$ cat config.mk
export PLATFORM = sky130hd
export DESIGN_NAME = fnd_regs
export DESIGN_NICKNAME = d
export VERILOG_FILES = /design/src/fnd_pkg.sv /design/src/fnd_frac_mod.sv /design/src/fnd_regs.sv
export SDC_FILE = /design/constraint.sdc
export NUM_CORES = 1
export LEC_CHECK = 0
export BUFFER_PORTS_ARGS = -buffer_cell sky130_fd_sc_hd__buf_2
export CAP_MARGIN = 20
export CORE_MARGIN = 8
export CORE_UTILIZATION = 30
export CTS_BUF_LIST = sky130_fd_sc_hd__clkbuf_8
export DETAILED_ROUTE_END_ITERATION = 12
export PLACE_DENSITY_LB_ADDON = 0.05
export SETUP_SLACK_MARGIN = 0.05
export SYNTH_ARGS = -nofsm -noshare
export SYNTH_HDL_FRONTEND = slang
export SYNTH_SLANG_ARGS = --single-unit
$ cat constraint.sdc
create_clock -name pclk -period 6.6 [get_ports pclk]
set_input_delay 0.99 -clock pclk [delete_from_list [all_inputs] [get_ports pclk]]
set_output_delay 0.99 -clock pclk [all_outputs]
set_load 0.005 [all_outputs]
$ cat src/fnd_pkg.sv
// Package for the fractional-N divider configuration block.
// It holds the register map, the field positions, the reset values, the limits and the timing.
// It assumes a 20 MHz APB clock and a 32-bit APB data path.
package fnd_pkg;

  // Register byte offsets on the APB bus.
  localparam logic [7:0] ADDR_WORD0 = 8'h00;
  localparam logic [7:0] ADDR_WORD1 = 8'h04;
  localparam logic [7:0] ADDR_WORD2 = 8'h08;
  localparam logic [7:0] ADDR_CTRL = 8'h0c;
  localparam logic [7:0] ADDR_STATUS = 8'h10;

  // Field positions inside the program, control and status words.
  localparam int W0_NUM_LO_LSB = 0;
  localparam int W0_N_LO_LSB = 16;
  localparam int W1_R_LSB = 0;
  localparam int W1_N_HI_LSB = 12;
  localparam int W1_NUM_HI_LSB = 18;
  localparam int W2_DEN_LSB = 0;
  localparam int CTRL_ORDER_LSB = 0;
  localparam int CTRL_DOUBLER_BIT = 3;
  localparam int CTRL_INT_VCO_BIT = 4;
  localparam int CTRL_FSK_BIT = 5;
  localparam int STAT_CAL_BIT = 0;
  localparam int STAT_ERR_BIT = 1;

  // Reset values; the divider resets to one so that it never sits in its illegal state.
  localparam logic [11:0] RESET_R = 12'h001;
  localparam logic [17:0] RESET_N = 18'h0_000c;
  localparam logic [21:0] RESET_DEN = 22'h00_0001;
  localparam logic [2:0] RESET_ORDER = 3'h0;

  // Divide value limits against modulator order.
  localparam logic [17:0] N_MIN_1 = 18'h0_000c;
  localparam logic [17:0] N_MIN_2 = 18'h0_000d;
  localparam logic [17:0] N_MIN_3 = 18'h0_000f;
  localparam logic [17:0] N_MIN_4 = 18'h0_0013;
  localparam logic [11:0] N_MAX_1 = 12'hffe;
  localparam logic [11:0] N_MAX_2 = 12'hffd;
  localparam logic [11:0] N_MAX_3 = 12'hffb;
  localparam logic [11:0] N_MAX_4 = 12'hff7;

  // Calibration busy time.
  localparam int CLK_PERIOD_NS = 50;
  localparam int CAL_TIME_NS = 10000;
  localparam int CAL_CYCLES = (CAL_TIME_NS + CLK_PERIOD_NS - 1) / CLK_PERIOD_NS;

  // Settings the modulator needs from the register bank.
  typedef struct packed {
    logic frac_mode;
    logic [17:0] n_div;
    logic [21:0] num;
    logic [21:0] den;
  } fnd_mod_cfg_t;

endpackage

$ cat src/fnd_frac_mod.sv
// First-order fractional accumulator that picks the feedback divide value per reference tick.
// It assumes the tick is a one-cycle pulse in the pclk domain and that the numerator
// never exceeds the denominator.
`timescale 1ns/100ps
module fnd_frac_mod (
  input wire logic pclk, // System clock.
  input wire logic presetn, // Asynchronous reset, active low.
  input wire logic ce, // Clock enable; state holds while low.
  input wire logic tick, // Phase detector tick.
  input wire fnd_pkg::fnd_mod_cfg_t cfg, // Divider settings.
  input wire logic fsk_step, // Adds one to the divide value.
  output logic [17:0] n_eff // Divide value for the coming cycle.
);

  logic [21:0] acc;
  logic [22:0] sum;
  logic carry;

  // Accumulate the numerator; a sum that reaches or passes the denominator borrows one extra count.
  assign sum = {1'b0, acc} + {1'b0, cfg.num};
  assign carry = (cfg.den != 22'h00_0000) && (sum >= {1'b0, cfg.den});

  // The accumulator averages the carries to num/den over successive ticks.
  always_ff @(posedge pclk or negedge presetn)
  begin
    if (!presetn)
      acc <= 22'h00_0000;
    else if (ce && tick && cfg.frac_mode)
      acc <= carry ? 22'(sum - {1'b0, cfg.den}) : sum[21:0];
  end

  // Fractional mode looks at the low twelve bits only; integer mode uses all eighteen.
  always_ff @(posedge pclk or negedge presetn)
  begin
    if (!presetn)
      n_eff <= fnd_pkg::RESET_N;
    else if (ce && tick)
    begin
      if (cfg.frac_mode)
        n_eff <= {6'h00, cfg.n_div[11:0]} + {17'h0_0000, carry} + {17'h0_0000, fsk_step};
      else
        n_eff <= cfg.n_div + {17'h0_0000, fsk_step};
    end
  end

  a_int_divide: assert property (@(posedge pclk) disable iff (!presetn)
    ce && tick && !cfg.frac_mode |=> n_eff == 18'($past(cfg.n_div) + $past(fsk_step)))
    else $error("Integer divide value not taken whole.");

  a_frac_upper: assert property (@(posedge pclk) disable iff (!presetn)
    ce && tick && cfg.frac_mode |=> n_eff <= 18'h0_1001)
    else $error("Fractional divide value used upper bits.");

  a_acc_bound: assert property (@(posedge pclk) disable iff (!presetn)
    cfg.frac_mode && cfg.den != 22'h00_0000 && cfg.num <= cfg.den && acc < cfg.den
    && $stable(cfg) |=> acc < $past(cfg.den))
    else $error("Fraction accumulator left its range.");

endmodule

$ cat src/fnd_regs.sv
// APB register bank and reference path of the fractional-N divider configuration.
// It assumes an APB master on pclk and asynchronous reference and keying pins.
// Overview of operation
// - Control bit enables binary keying on feedback.
// - Denominator is 22 bits in one word.
// - Writing lowest word starts VCO calibration; here only while int_vco is set.
// - Reference divider 1 to 4095; zero illegal.
// - Doubler on bypasses the reference divider.
// - Fractional mode uses twelve low divide bits.
// - Numerator split across two program words.
//
// Our own choices: the APB interface to the registers and the address map.
`timescale 1ns/100ps
module fnd_regs (
  input wire logic pclk, // System clock, 20 MHz.
  input wire logic presetn, // Asynchronous reset, active low.
  input wire logic ce, // Clock enable; all state holds while low.
  input wire logic psel, // APB select.
  input wire logic penable, // APB access phase.
  input wire logic pwrite, // APB write.
  input wire logic [7:0] paddr, // APB byte address.
  input wire logic [31:0] pwdata, // APB write data.
  output logic [31:0] prdata, // APB read data.
  output logic pready, // APB ready.
  output logic pslverr, // APB error on unmapped address.
  input wire logic reference_input, // Reference clock pin.
  input wire logic fsk_pin, // Keying data pin.
  output logic pd_tick, // Phase detector tick pulse.
  output logic [17:0] n_eff, // Feedback divide value in use.
  output logic vco_cal_start, // Calibration start pulse.
  output logic cal_busy, // Calibration running.
  output logic cfg_error // Programmed values out of range.
);

  logic [11:0] r_div;
  logic [17:0] n_div;
  logic [21:0] num;
  logic [21:0] frac_denominator;
  logic [2:0] order;
  logic doubler_en;
  logic int_vco;
  logic fsk_en;
  logic [2:0] ref_s;
  logic [2:0] fsk_s;
  logic fsk_lvl;
  logic ref_lvl;
  logic [11:0] ref_cnt;
  logic [7:0] cal_cnt;
  logic wr_en;
  logic rd_setup;
  logic addr_ok;
  logic ref_rise;
  logic ref_any;
  logic fsk_step;
  logic [17:0] n_min;
  logic [11:0] n_max;
  logic next_error;
  fnd_pkg::fnd_mod_cfg_t mod_cfg;

  // Zero wait states: every access completes in its first access cycle.
  assign pready = 1'b1;
  assign addr_ok = (paddr == fnd_pkg::ADDR_WORD0) || (paddr == fnd_pkg::ADDR_WORD1)
    || (paddr == fnd_pkg::ADDR_WORD2) || (paddr == fnd_pkg::ADDR_CTRL)
    || (paddr == fnd_pkg::ADDR_STATUS);
  assign pslverr = psel && penable && !addr_ok;
  assign wr_en = ce && psel && penable && pwrite && addr_ok;
  assign rd_setup = ce && psel && !penable && !pwrite;

  // Program words; the divide value and numerator are each split over two words.
  always_ff @(posedge pclk or negedge presetn)
  begin
    if (!presetn)
    begin
      r_div <= fnd_pkg::RESET_R;
      n_div <= fnd_pkg::RESET_N;
      num <= 22'h00_0000;
      frac_denominator <= fnd_pkg::RESET_DEN;
    end
    else if (wr_en)
    begin
      if (paddr == fnd_pkg::ADDR_WORD0)
      begin
        num[15:0] <= pwdata[fnd_pkg::W0_NUM_LO_LSB +: 16];
        n_div[11:0] <= pwdata[fnd_pkg::W0_N_LO_LSB +: 12];
      end
      if (paddr == fnd_pkg::ADDR_WORD1)
      begin
        r_div <= pwdata[fnd_pkg::W1_R_LSB +: 12];
        n_div[17:12] <= pwdata[fnd_pkg::W1_N_HI_LSB +: 6];
        num[21:16] <= pwdata[fnd_pkg::W1_NUM_HI_LSB +: 6];
      end
      if (paddr == fnd_pkg::ADDR_WORD2)
        frac_denominator <= pwdata[fnd_pkg::W2_DEN_LSB +: 22];
    end
  end

  // Control word: modulator order (zero means integer mode), doubler, VCO choice, keying.
  always_ff @(posedge pclk or negedge presetn)
  begin
    if (!presetn)
    begin
      order <= fnd_pkg::RESET_ORDER;
      doubler_en <= 1'b0;
      int_vco <= 1'b1;
      fsk_en <= 1'b0;
    end
    else if (wr_en && paddr == fnd_pkg::ADDR_CTRL)
    begin
      order <= pwdata[fnd_pkg::CTRL_ORDER_LSB +: 3];
      doubler_en <= pwdata[fnd_pkg::CTRL_DOUBLER_BIT];
      int_vco <= pwdata[fnd_pkg::CTRL_INT_VCO_BIT];
      fsk_en <= pwdata[fnd_pkg::CTRL_FSK_BIT];
    end
  end

  // Read data is captured in the setup cycle so that it comes from a flip-flop.
  always_ff @(posedge pclk or negedge presetn)
  begin
    if (!presetn)
      prdata <= 32'h0000_0000;
    else if (rd_setup)
    begin
      case (paddr)
        fnd_pkg::ADDR_WORD0: prdata <= {4'h0, n_div[11:0], num[15:0]};
        fnd_pkg::ADDR_WORD1: prdata <= {8'h00, num[21:16], n_div[17:12], r_div};
        fnd_pkg::ADDR_WORD2: prdata <= {10'h000, frac_denominator};
        fnd_pkg::ADDR_CTRL: prdata <= {26'h000_0000, fsk_en, int_vco, doubler_en, order};
        fnd_pkg::ADDR_STATUS: prdata <= {30'h0000_0000, cfg_error, cal_busy};
        default: prdata <= 32'h0000_0000;
      endcase
    end
  end

  // Every write to the lowest word restarts calibration while int_vco is set, even with the same value.
  always_ff @(posedge pclk or negedge presetn)
  begin
    if (!presetn)
    begin
      vco_cal_start <= 1'b0;
      cal_cnt <= 8'h00;
      cal_busy <= 1'b0;
    end
    else if (ce)
    begin
      vco_cal_start <= wr_en && paddr == fnd_pkg::ADDR_WORD0 && int_vco;
      if (vco_cal_start)
      begin
        cal_cnt <= 8'(fnd_pkg::CAL_CYCLES - 1);
        cal_busy <= 1'b1;
      end
      else if (cal_cnt != 8'h00)
        cal_cnt <= cal_cnt - 8'h01;
      else
        cal_busy <= 1'b0;
    end
  end

  // Pin synchronisers; a change counts once the second and third stages agree.
  always_ff @(posedge pclk or negedge presetn)
  begin
    if (!presetn)
    begin
      ref_s <= 3'h0;
      fsk_s <= 3'h0;
      fsk_lvl <= 1'b0;
      ref_lvl <= 1'b0;
    end
    else if (ce)
    begin
      ref_s <= {ref_s[1:0], reference_input};
      fsk_s <= {fsk_s[1:0], fsk_pin};
      if (fsk_s[2] == fsk_s[1])
        fsk_lvl <= fsk_s[2];
      if (ref_s[2] == ref_s[1])
        ref_lvl <= ref_s[2];
    end
  end

  // An edge lasts one cycle: the agreed level differs from the level held so far.
  // A disagreement between the late stages never counts, so a metastable sample is ignored.
  assign ref_any = (ref_s[2] == ref_s[1]) && (ref_s[2] != ref_lvl);
  assign ref_rise = ref_any && ref_s[2];
  assign fsk_step = fsk_en && fsk_lvl;

  // Reference divider; the doubler takes both edges and skips the divider.
  always_ff @(posedge pclk or negedge presetn)
  begin
    if (!presetn)
    begin
      ref_cnt <= 12'h000;
      pd_tick <= 1'b0;
    end
    else if (ce)
    begin
      pd_tick <= 1'b0;
      if (doubler_en)
        pd_tick <= ref_any;
      else if (ref_rise)
      begin
        if (ref_cnt + 12'h001 >= r_div)
        begin
          ref_cnt <= 12'h000;
          pd_tick <= 1'b1;
        end
        else
          ref_cnt <= ref_cnt + 12'h001;
      end
    end
  end

  // Range check against the order-dependent limits and the fraction.
  always_comb
  begin
    case (order)
      3'h2: n_min = fnd_pkg::N_MIN_2;
      3'h3: n_min = fnd_pkg::N_MIN_3;
      3'h4: n_min = fnd_pkg::N_MIN_4;
      default: n_min = fnd_pkg::N_MIN_1;
    endcase
    case (order)
      3'h2: n_max = fnd_pkg::N_MAX_2;
      3'h3: n_max = fnd_pkg::N_MAX_3;
      3'h4: n_max = fnd_pkg::N_MAX_4;
      default: n_max = fnd_pkg::N_MAX_1;
    endcase
    next_error = (r_div == 12'h000);
    if (order == 3'h0)
      next_error = next_error || (n_div < n_min);
    else
      next_error = next_error || ({6'h00, n_div[11:0]} < n_min) || (n_div[11:0] > n_max)
        || (num > frac_denominator);
  end

  // Status flag follows the configuration one cycle later.
  always_ff @(posedge pclk or negedge presetn)
  begin
    if (!presetn)
      cfg_error <= 1'b0;
    else if (ce)
      cfg_error <= next_error;
  end

  assign mod_cfg = '{frac_mode: order != 3'h0, n_div: n_div, num: num, den: frac_denominator};

  // The modulator is stepped on every phase detector tick.
  fnd_frac_mod u_mod (
    .pclk(pclk),
    .presetn(presetn),
    .ce(ce),
    .tick(pd_tick),
    .cfg(mod_cfg),
    .fsk_step(fsk_step),
    .n_eff(n_eff)
  );

  a_cal_on_write: assert property (@(posedge pclk) disable iff (!presetn)
    wr_en && paddr == fnd_pkg::ADDR_WORD0 && int_vco |=> vco_cal_start ##1 cal_busy)
    else $error("Lowest word write did not start calibration.");

  a_cal_only_vco: assert property (@(posedge pclk) disable iff (!presetn)
    ce && !(wr_en && paddr == fnd_pkg::ADDR_WORD0 && int_vco) |=> !vco_cal_start)
    else $error("Calibration started without a lowest word write.");

  a_den_store: assert property (@(posedge pclk) disable iff (!presetn)
    wr_en && paddr == fnd_pkg::ADDR_WORD2 |=> frac_denominator == $past(pwdata[21:0]))
    else $error("Denominator not stored whole.");

  a_doubler_bypass: assert property (@(posedge pclk) disable iff (!presetn)
    ce && doubler_en && ref_any |=> pd_tick)
    else $error("Doubler did not bypass the divider.");

  a_fsk_off: assert property (@(posedge pclk) disable iff (!presetn)
    ce && pd_tick && order == 3'h0 && !fsk_en |=> n_eff == $past(n_div))
    else $error("Keying changed the divide value while disabled.");

  a_r_zero: assert property (@(posedge pclk) disable iff (!presetn)
    ce && r_div == 12'h000 |=> cfg_error)
    else $error("Zero reference divider not flagged.");

  a_num_flag: assert property (@(posedge pclk) disable iff (!presetn)
    ce && order != 3'h0 && num > frac_denominator |=> cfg_error)
    else $error("Numerator above denominator not flagged.");

  a_n_min_flag: assert property (@(posedge pclk) disable iff (!presetn)
    ce && order == 3'h0 && n_div < fnd_pkg::N_MIN_1 |=> cfg_error)
    else $error("Divide value below minimum not flagged.");

endmodule

== Word level (Yosys, flattened, before mapping) ==
Index checks and enable logic that the tools add are counted.

* Bits in registers: 184
* Bits of input ports: 48
* Output and inout bits: 56
* Logic and storage cells: 105

* Add/sub/neg operators: 7
* Order comparisons: 6
* Eq/ne operators: 11
* Mux-type cells: 14
* Bitwise logic cells: 1
* Reductions and logical operators: 43

{| class="wikitable"
|+ Operators with widths
! kind !! number
|-
| one-hot mux 28 bit (5 select lines) || 1
|-
| adder 18 x 1 -> 18 bit || 2
|-
| adder 22 x 22 -> 23 bit || 1
|-
| greater-or-equal comparator 23 x 22 -> 1 bit || 1
|-
| greater-than comparator 22 bit || 1
|-
| two-way mux 22 bit || 1
|-
| nonzero test 22 bit || 1
|-
| subtractor 22 bit || 1
|-
| < comparator 12 x 18 -> 1 bit || 1
|-
| < comparator 18 bit || 1
|-
| two-way mux 18 bit || 1
|-
| logical AND 1 bit || 17
|-
| equality test 8 x 4 -> 1 bit, second input constant || 2
|-
| two-way mux 8 bit || 2
|-
| one-hot mux 5 bit (3 select lines) || 1
|-
| AND reduction 2 bit || 7
|-
| adder 12 x 1 -> 13 bit || 1
|-
| adder 12 x 1 -> 12 bit, second input constant || 1
|-
| greater-or-equal comparator 12 bit || 1
|-
| greater-than comparator 12 bit || 1
|-
| zero test 12 bit || 1
|-
| two-way mux 12 bit || 1
|-
| one-hot mux 4 bit (3 select lines) || 1
|-
| equality test 8 x 3 -> 1 bit, second input constant || 1
|-
| other kinds (17) || 33
|}

== Longest topological paths before layout ==
Gate-level depths: netlist (run 1).

* Depth in word-level cells: 8
* Gate-level depth with buffers: 30
* Mapped depth without buffers: 29

== By module ==
From an unflattened synthesis (run 1), not the netlist that was laid out.

* Cells, all modules: 1,264
* Area, all modules: 11,907.7 µm²

{| class="wikitable"
|+ By module, submodules not included
! module !! times used !! cells an instance !! area an instance (µm²) !! seq. area each (µm²)
|-
| fnd_regs || 1 || 722 || 7,484.7 || 3,509.6
|-
| fnd_frac_mod || 1 || 542 || 4,423.0 || 1,003.5
|}

== Worst setup path before layout (run 1) ==
OpenSTA, ideal clock, no wires.

* Path type: flip-flop to flip-flop
* Start: reg num[0]
* End: reg u_mod.n_eff[8]
* Library setup time: 0.131 ns
* Data arrival time: 5.693 ns
* Data required time: 6.469 ns
* Slack: 0.776 ns
* Cell stages (with the launch flop): 29
* Path buffers: 1
* Period minus slack after synthesis: 5.824 ns
* Path through: dfrtp_1 > ha_1 > inv_1 > fa_1 > nor2b_1 > o31a_1 > o31ai_1 > nand2_1 > a2111oi_0 > nor3_1 > xor2_1 > ha_1 > a21o_1 > a21o_1 > a21o_1 > a21oi_1 > o21ai_4 > nand2b_2 > a31oi_4 > buf_6 > ha_1 > ha_1 > and3_1 > or4b_1 > a21o_1 > or4_1 > o21ai_1 > xnor2_1 > o21ai_1

* Longest elaborated chain between the ends: 6

{| class="wikitable"
|+ Ends and longest elaborated chain
! element !! RTL line !! text
|-
| start: declaration || fnd_regs.sv:37 || <nowiki>logic [21:0] num;</nowiki>
|-
| start signal: assignment || fnd_regs.sv:83 || <nowiki>num[15:0] <= pwdata[fnd_pkg::W0_NUM_LO_LSB +: 16];</nowiki>
|-
| adder 22 x 22 -> 23 bit || fnd_frac_mod.sv:20 || <nowiki>assign sum = {1'b0, acc} + {1'b0, cfg.num};</nowiki>
|-
| greater-or-equal comparator 23 x 22 -> 1 bit || fnd_frac_mod.sv:21 || <nowiki>assign carry = (cfg.den != 22'h00_0000) && (sum >= {1'b0, cfg.den});</nowiki>
|-
| logical AND 1 bit || fnd_frac_mod.sv:21 ||
|-
| adder 12 x 1 -> 13 bit || fnd_frac_mod.sv:40 || <nowiki>n_eff <= {6'h00, cfg.n_div[11:0]} + {17'h0_0000, carry} + {17'h0_0000, fsk_step};</nowiki>
|-
| adder 18 x 1 -> 18 bit || fnd_frac_mod.sv:40 ||
|-
| two-way mux 18 bit || fnd_frac_mod.sv:39 || <nowiki>if (cfg.frac_mode)</nowiki>
|-
| end signal: assignment || fnd_frac_mod.sv:36 || <nowiki>n_eff <= fnd_pkg::RESET_N;</nowiki>
|-
| end signal: assignment || fnd_frac_mod.sv:40 ||
|-
| end signal: assignment || fnd_frac_mod.sv:42 || <nowiki>n_eff <= cfg.n_div + {17'h0_0000, fsk_step};</nowiki>
|-
| end: declaration || fnd_frac_mod.sv:12 || <nowiki>output logic [17:0] n_eff</nowiki>
|}

Every way passes these cells.
A chain may end at the register's enable or synchronous reset.

== Worst setup path after layout (run 1) ==
* Start: reg num[0]
* End: reg u_mod.n_eff[9]

The elaborated chain is that of the path after synthesis.

==> results of run 1 <==
## layout make-up
| type | instances | area share |
|---|---|---|
| clock buffer | 19 | 0.0200 |
| clock inverter | 13 | 0.0130 |
| inverter | 66 | 0.0189 |
| multi-input combinational | 941 | 0.508 |
| sequential | 180 | 0.345 |
| tap | 518 | 0.0495 |
| timing repair buffer | 111 | 0.0463 |
## registers in the layout, indices dropped and copies added, names as in the netlist, 3 cells and up
signal and flops:
prdata 28, frac_denominator 22, num 22, u_mod.acc 22
n_div 18, u_mod.n_eff 18, r_div 12, ref_cnt 12
cal_cnt 8, fsk_s 3, order 3, ref_s 3
## cell families (layout without fill, tap and decap cells)
group	after synthesis	in the layout	synth area share
multiplexers	91	91	0.0857
XOR/XNOR	74	74	0.0560
AO/OA/AOI/OAI	318	318	0.175
adder cells (fa/ha/maj)	98	98	0.107
buffers and inverters	119	209	0.0417
other	2	5	0.000649
flip-flops	180	180	0.390
AND/OR/NAND/NOR	355	355	0.145
## cell usage after synthesis, drive strengths merged (5+ instances only)
cell       n  area [sq um]
and3      16           100
inv       66           248
a21o      18           135
nand2    123           464
nor2b     11          68.8
nor2      87           337
xor2      30           263
nand4     16           106
nand3     36           180
dfstp      7           184
a2111oi    5          50.0
o21ai    118           602
dfrtp    173          4330
mux2      65           732
nand2b     9          58.8
ha        95          1190
buf        9          70.1
xnor2     44           385
nor4      17           113
a22o       8          70.1
o21a      15           113
a31oi     11          83.8
clkbuf    44           165
o211ai     5          37.5
a222oi    20           200
nor3      22           110
a21oi     76           380
mux2i     26           260
a211oi     8          60.1
## how the worst max path moves through the flow
stage / endpoint / start / slack (ns)
2_1_floorplan: u_mod.n_eff[8] / num[0] / 0.78
3_3_place_gp: u_mod.n_eff[10] / num[7] / 0.27
3_5_place_dp: u_mod.n_eff[10] / num[7] / 0.23
4_1_cts: u_mod.n_eff[10] / num[7] / 0.19
5_1_grt: u_mod.n_eff[9] / num[1] / 0.06
6_report: u_mod.n_eff[9] / num[0] / 0.51
## per-stage QoR
stage	cells	util	hold slack (ns)
final	1848	0.341	0.446
after global routing	1848	0.341	0.438
after CTS	1848	0.341	0.422
after detailed placement	1816	0.329	0.468
after global placement	1816	0.329	0.463
after floorplan	1240	-	0.449
## power groups by stage
stage / combinational [W] / sequential (W) / clock [W]
6_report: 0.000204 / 0.00122 / 0.000861
5_1_grt: 0.000236 / 0.00123 / 0.000946
4_1_cts: 0.000212 / 0.00122 / 0.000904
3_5_place_dp: 0.000212 / 0.00124 / 0
3_3_place_gp: 0.000208 / 0.00124 / 0
2_1_floorplan: 0.000104 / 0.00123 / 0
## layer usage
layer | global-route usage | vias up | part of all wire
li1 | - | 4622 | -
met1 | 0.223 | 4414 | 0.50
met2 | 0.247 | 156 | 0.45
met3 | 0.0282 | 28 | 0.034
met4 | 0.0447 | 0 | 0.018
met5 | 0 | - | 0
## repair_timing
action	CTS	global route
endpoints found under the setup margin	0	8
hold endpoints to repair	0	0
gates resized for setup	0	8
## cells in the final DEF (no fill, tap or decap), types with 20 or more instances in the layout
cell	netlist	final
dfrtp_1	173	173
nand2_1	122	121
ha_1	95	95
buf_2	2	93
o21ai_0	88	88
nor2_1	85	85
a21oi_1	76	76
inv_1	66	68
mux2_2	65	65
xnor2_1	44	44
nand3_1	36	36
xor2_1	30	30
o21ai_1	29	29
mux2i_1	26	26
nor3_1	22	20
a222oi_1	20	20
clkbuf_8	0	20
## critical path, delay by kind of cell (launching register included)
family,cells,cell delay (ns)
compound gates,13,2.54
fa+ha+maj,5,1.22
simple gates,7,1.21
flops,1,0.40
xor+xnor,2,0.33
buf+inv,2,0.25
==> summary.txt, run 1 <==
Power, Total: 0.00229 W
Comb pwr share: 0.089
Setup-failing EPs final: 0
Drt pass-1 iters: 5
Sequential cell area: 4510 sq um
Clock Pin Slew Worst Setup and Hold Paths: 0.10 ns
Max Root-Sink Buffers: 2
Die width: 212 um
Worst skew pair latency: 0.50 ns
CTS Hold Bufs: 0
Slowest stage delay, CP: 0.50 ns
WL per Instance: 19.1 um
Fillers: 4076
Initial DRC count: 556
Worst setup EP type: flip-flop
Synth Area per Inst: 9.36 sq um
PortBufs: 94
Synth-to-Final Area Change: 13.1%
Synth unique cells: 72
Final net count: 1462
Grt ovf: 0
Fin Setup TNS: 0 ns
Synthesized instance count: 1237
Initial antenna violation count: 0
Worst slack at placement: 0.232 ns
GP Congestion: 0.802
CTS root buf: clkbuf_8
Ports: 104
GRT Total Usage: 0.159
Crit-path slowest cell: or4b_1
Critical path launch point type: flip-flop
Critical path required time: 6.96 ns
Actual slew at the worst max-slew pin: 0.992 ns
Status: completed
H-tree depth: 4
Rows: 72
Internal power: 0.00166 W
Fin crit period: 6.09 ns
Share of cells above drive strength 1: 0.176
Cell Pwr Density: 175 nW/um^2
Hold Vio Cnt, Final: 0
CORE AREA: 38400 sq um
CP arrival: 6.44 ns
Async set-or-reset flop fraction in the synthesized netlist: 1.00
Worst R2R End: u_mod.n_eff[9]
Flop pwr share: 0.534
FF-to-FF setup slack: 0.51 ns
Clock sinks: 180
Max-slew violation count: 0
Height of the die: 212 um
Post-Syn Area: 11600 sq um
Fmax: 164 MHz
Sequential element share of the synthesized area: 0.390
Synth warnings: 0
Unrepaired setup endpoints after global routing: false
Via count: 9220
Worst-path fanout max: 5
Vias in the first global route: 9239
Max-Cap Viols: 0
R2R depth: 29
Die Footprint: 45100 sq um
Num CTS Buffers: 17
Final Worst Setup Slack: 0.514 ns
Switching power: 0.000629 W
CTS tree: done
Most used DFF post-synth: dfrtp_1
Largest vdd supply drop: 0.117 mV
Initial Util: 0.302
Hold crit path type: primary input to asynchronous set/reset pin
WL final: 35400 um
Tcrit/Tclk final: 0.922
Critical R2R Launch: num[0]
Multi-input gate area: 6650 sq um
Max_slew headroom: 0.339
Clock Power Share: 0.376
Placed Area: 12600 sq um
Vias per Instance: 4.99
EDFF count, synth: 0
Clock skew: 0.0203 ns
First-pass GRT wire length: 55100 um
Switching share of power: 0.275
Largest net degree at the start of global routing: 69
Worst setup path category: flip-flop to flip-flop
Leak: 6.15 nW
Post-CTS Setup Bufs: 0
Antenna-violating nets left: 0
Synth Register Bits: 180
Post-DP HPWL: 26800 um
Ant. Diodes: 0
Post-route DRC: 0
Design area: 13100 sq um
No activity file was read; power rests on OpenSTA's default activity.
==> run 2: changes to the inputs <==
--- a/config.mk
+++ b/config.mk
@@ -5,13 +5,12 @@
 export SDC_FILE = /design/constraint.sdc
 export NUM_CORES = 1
 export LEC_CHECK = 0
-export BUFFER_PORTS_ARGS = -buffer_cell sky130_fd_sc_hd__buf_2
+export BUFFER_PORTS_ARGS = -buffer_cell sky130_fd_sc_hd__clkbuf_2
 export CAP_MARGIN = 20
 export CORE_MARGIN = 8
 export CORE_UTILIZATION = 30
 export CTS_BUF_LIST = sky130_fd_sc_hd__clkbuf_8
 export DETAILED_ROUTE_END_ITERATION = 12
-export PLACE_DENSITY_LB_ADDON = 0.05
 export SETUP_SLACK_MARGIN = 0.05
 export SYNTH_ARGS = -nofsm -noshare
 export SYNTH_HDL_FRONTEND = slang
==> run 2 against run 1 <==
Fmax shrank 1.0%. Critical path depth unchanged. Design area down 0.13%. Non-clock buffer count shrank 3. Combinational power hardly changed. Cell count fell by 0.16%. Setup slack worse by 0.062 ns. Global-route usage shrank 1.8 points. Total power is 3.5% lower. Clock power fell by 9.2%.
==> summary.txt, run 2 (same netlist as run 1, synthesis figures left out) <==
Ports: 104 (unchanged)
Cell Pwr Density: 169 nW/um^2 (-3.4%)
Fin crit period: 6.15 ns (+0.0622 ns)
Max-slew violation count: 0 (unchanged)
Critical path required time: 6.93 ns (-0.03 ns)
Largest net degree at the start of global routing: 65 (-5.8%)
Sequential cell area: 4510 sq um (unchanged)
Multi-input gate area: 6680 sq um (+0.55%)
Vias per Instance: 5.15 (+3.2%)
Rows: 72 (unchanged)
Fin Setup TNS: 0 ns (unchanged)
Initial Util: 0.302 (unchanged)
Share of cells above drive strength 1: 0.180 (+0.00417)
Height of the die: 212 um (unchanged)
PortBufs: 94 (unchanged)
Final Worst Setup Slack: 0.452 ns (-0.0622 ns)
Commonest non-fill, non-tap cells in the layout: 173 x dfrtp_1, 121 x nand2_1, 94 x ha_1, 93 x clkbuf_2, 88 x o21ai_0
Max FFs per register: 28 (unchanged)
CTS Hold Bufs: 0 (unchanged)
Hold_ws: 0.455 ns (+0.00898 ns)
CP arrival: 6.48 ns (+0.04 ns)
Most common cell after layout, fill and taps aside: dfrtp_1
CTS root buf: clkbuf_8
Initial DRC count: 676 (+22%)
Most frequent CP cell: a21o_1
Max Root-Sink Buffers: 2 (unchanged)
Placed cell count: 1812 (-0.22%)
Worst setup path category: flip-flop to flip-flop
Antenna-violating nets left: 0 (unchanged)
Die width: 212 um (unchanged)
H-tree depth: 4 (unchanged)
Die Footprint: 45100 sq um (unchanged)
Vias in the first global route: 9368 (+1.4%)
Leak: 6.10 nW (-0.69%)
Met1 Track Usage GR: 0.183 (-0.0404)
Max-Cap Viols: 0 (unchanged)
Final net count: 1459 (-0.21%)
Unrepaired setup endpoints after global routing: false
Placed Area: 12600 sq um (-0.30%)
Clock skew: 0.0129 ns (-0.00736 ns)
Setup-failing EPs final: 0 (unchanged)
Ant. Diodes: 0 (unchanged)
Hold Vio Cnt, Final: 0 (unchanged)
Clock Pin Slew Worst Setup and Hold Paths: 0.10 ns (about the same)
Grt met3 use: 0.0255 (-0.00265)
Fin cells: 1845 (-0.16%)
Post-route DRC: 0 (unchanged)
WL final: 32000 um (-9.6%)
First-pass GRT wire length: 51000 um (-7.5%)
Hold crit path type: primary input to asynchronous set/reset pin
Num CTS Buffers: 17 (unchanged)
Synth-to-Final Area Change: 12.9%
Max_slew headroom: 0.351 (+0.0123)
Largest register by flop count: prdata
Initial antenna violation count: 2 (+2)
Worst skew pair latency: 0.48 ns (-0.02 ns)
WL per Instance: 17.3 um (-9.5%)
GR Util met2: 0.233 (-0.0136)
Via count: 9499 (+3.0%)
Worst setup EP type: flip-flop
Design area: 13100 sq um (-0.13%)
Slowest stage delay, CP: 0.50 ns (about the same)
Crit-path slowest cell: or4b_1
Worst slack at placement: 0.146 ns (-0.0862 ns)
Fillers: 4021 (-1.3%)
Actual slew at the worst max-slew pin: 0.971 ns (-0.0208 ns)
Tcrit/Tclk final: 0.931 (+0.00943)
CORE AREA: 38400 sq um (unchanged)
CTS tree: done
GRT Total Usage: 0.141 (-0.0176)
Fmax: 163 MHz (-1.0%)
Critical path launch point type: flip-flop
GP Congestion: 0.874 (+9.0%)
Worst-path fanout max: 5 (unchanged)
Clock sinks: 180 (unchanged)
Post-DP HPWL: 24300 um (-9.4%)
Status: completed
Largest vdd supply drop: 0.100 mV (-14%)
Busiest grt layer: met2
Drt pass-1 iters: 6 (+1)
Grt ovf: 0 (unchanged)
[run 2: per-layer routing]
| layer | vias to the layer above | part of all wire |
|---|---|---|
| li1 | 4628 | - |
| met1 | 4578 | 0.45 |
| met2 | 241 | 0.47 |
| met3 | 48 | 0.052 |
| met4 | 4 | 0.026 |
| met5 | - | 0.00081 |
[run 2: path summary, 6_finish.rpt]
check	start	end	slack (ns)	cells after the start
max reg2reg	num[0]	u_mod.n_eff[10]	0.45	29
max in group asynchronous	presetn	u_mod.acc[12]	4.89	2
min in group pclk	u_mod.n_eff[6]	u_mod.n_eff[6]	0.49	2
max	num[0]	u_mod.n_eff[10]	0.45	29
min reg2reg	u_mod.n_eff[6]	u_mod.n_eff[6]	0.49	2
min	presetn	u_mod.n_eff[5]	0.45	1
[run 2: report_power, final]
group	switching [W]	internal [W]	leakage, nW
Clock	0.000433	0.000349	0.207
Sequential	0.0000517	0.00117	2.29
Combinational	0.000116	0.0000864	3.61
Total	0.000602	0.00160	6.10
[run 2: layout make-up]
| class | instances | area share |
|---|---|---|
| clock buffers | 21 | 0.0221 |
| multi-input cells | 941 | 0.511 |
| repair buffers | 108 | 0.0445 |
| well taps | 518 | 0.0496 |
| clock inverters | 11 | 0.00871 |
| inverters | 66 | 0.0189 |
| flip-flops and latches | 180 | 0.345 |
[run 2: timing repair]
item | in CTS | in global routing
gates resized for setup | 0 | 17
setup buffers | 0 | 1
endpoints found under the setup margin | 0 | 7
[run 2: critical path: cells and delay by family, from the launching register on]
family / cells / cell delay (ns)
xor gates and xnor gates: 2 / 0.34
DFF: 1 / 0.44
AOI/OAI and AO/OA: 13 / 2.49
buffers and inverters: 2 / 0.25
and+or+nand+nor: 7 / 1.21
adders and majority gates: 5 / 1.28
[run 2: stage by stage]
step	power [W]	util
after floorplan	0.00134	-
after global placement	0.00144	0.328
after detailed placement	0.00145	0.328
after CTS	0.00224	0.339
after global routing	0.00231	0.341
final	0.00221	0.341
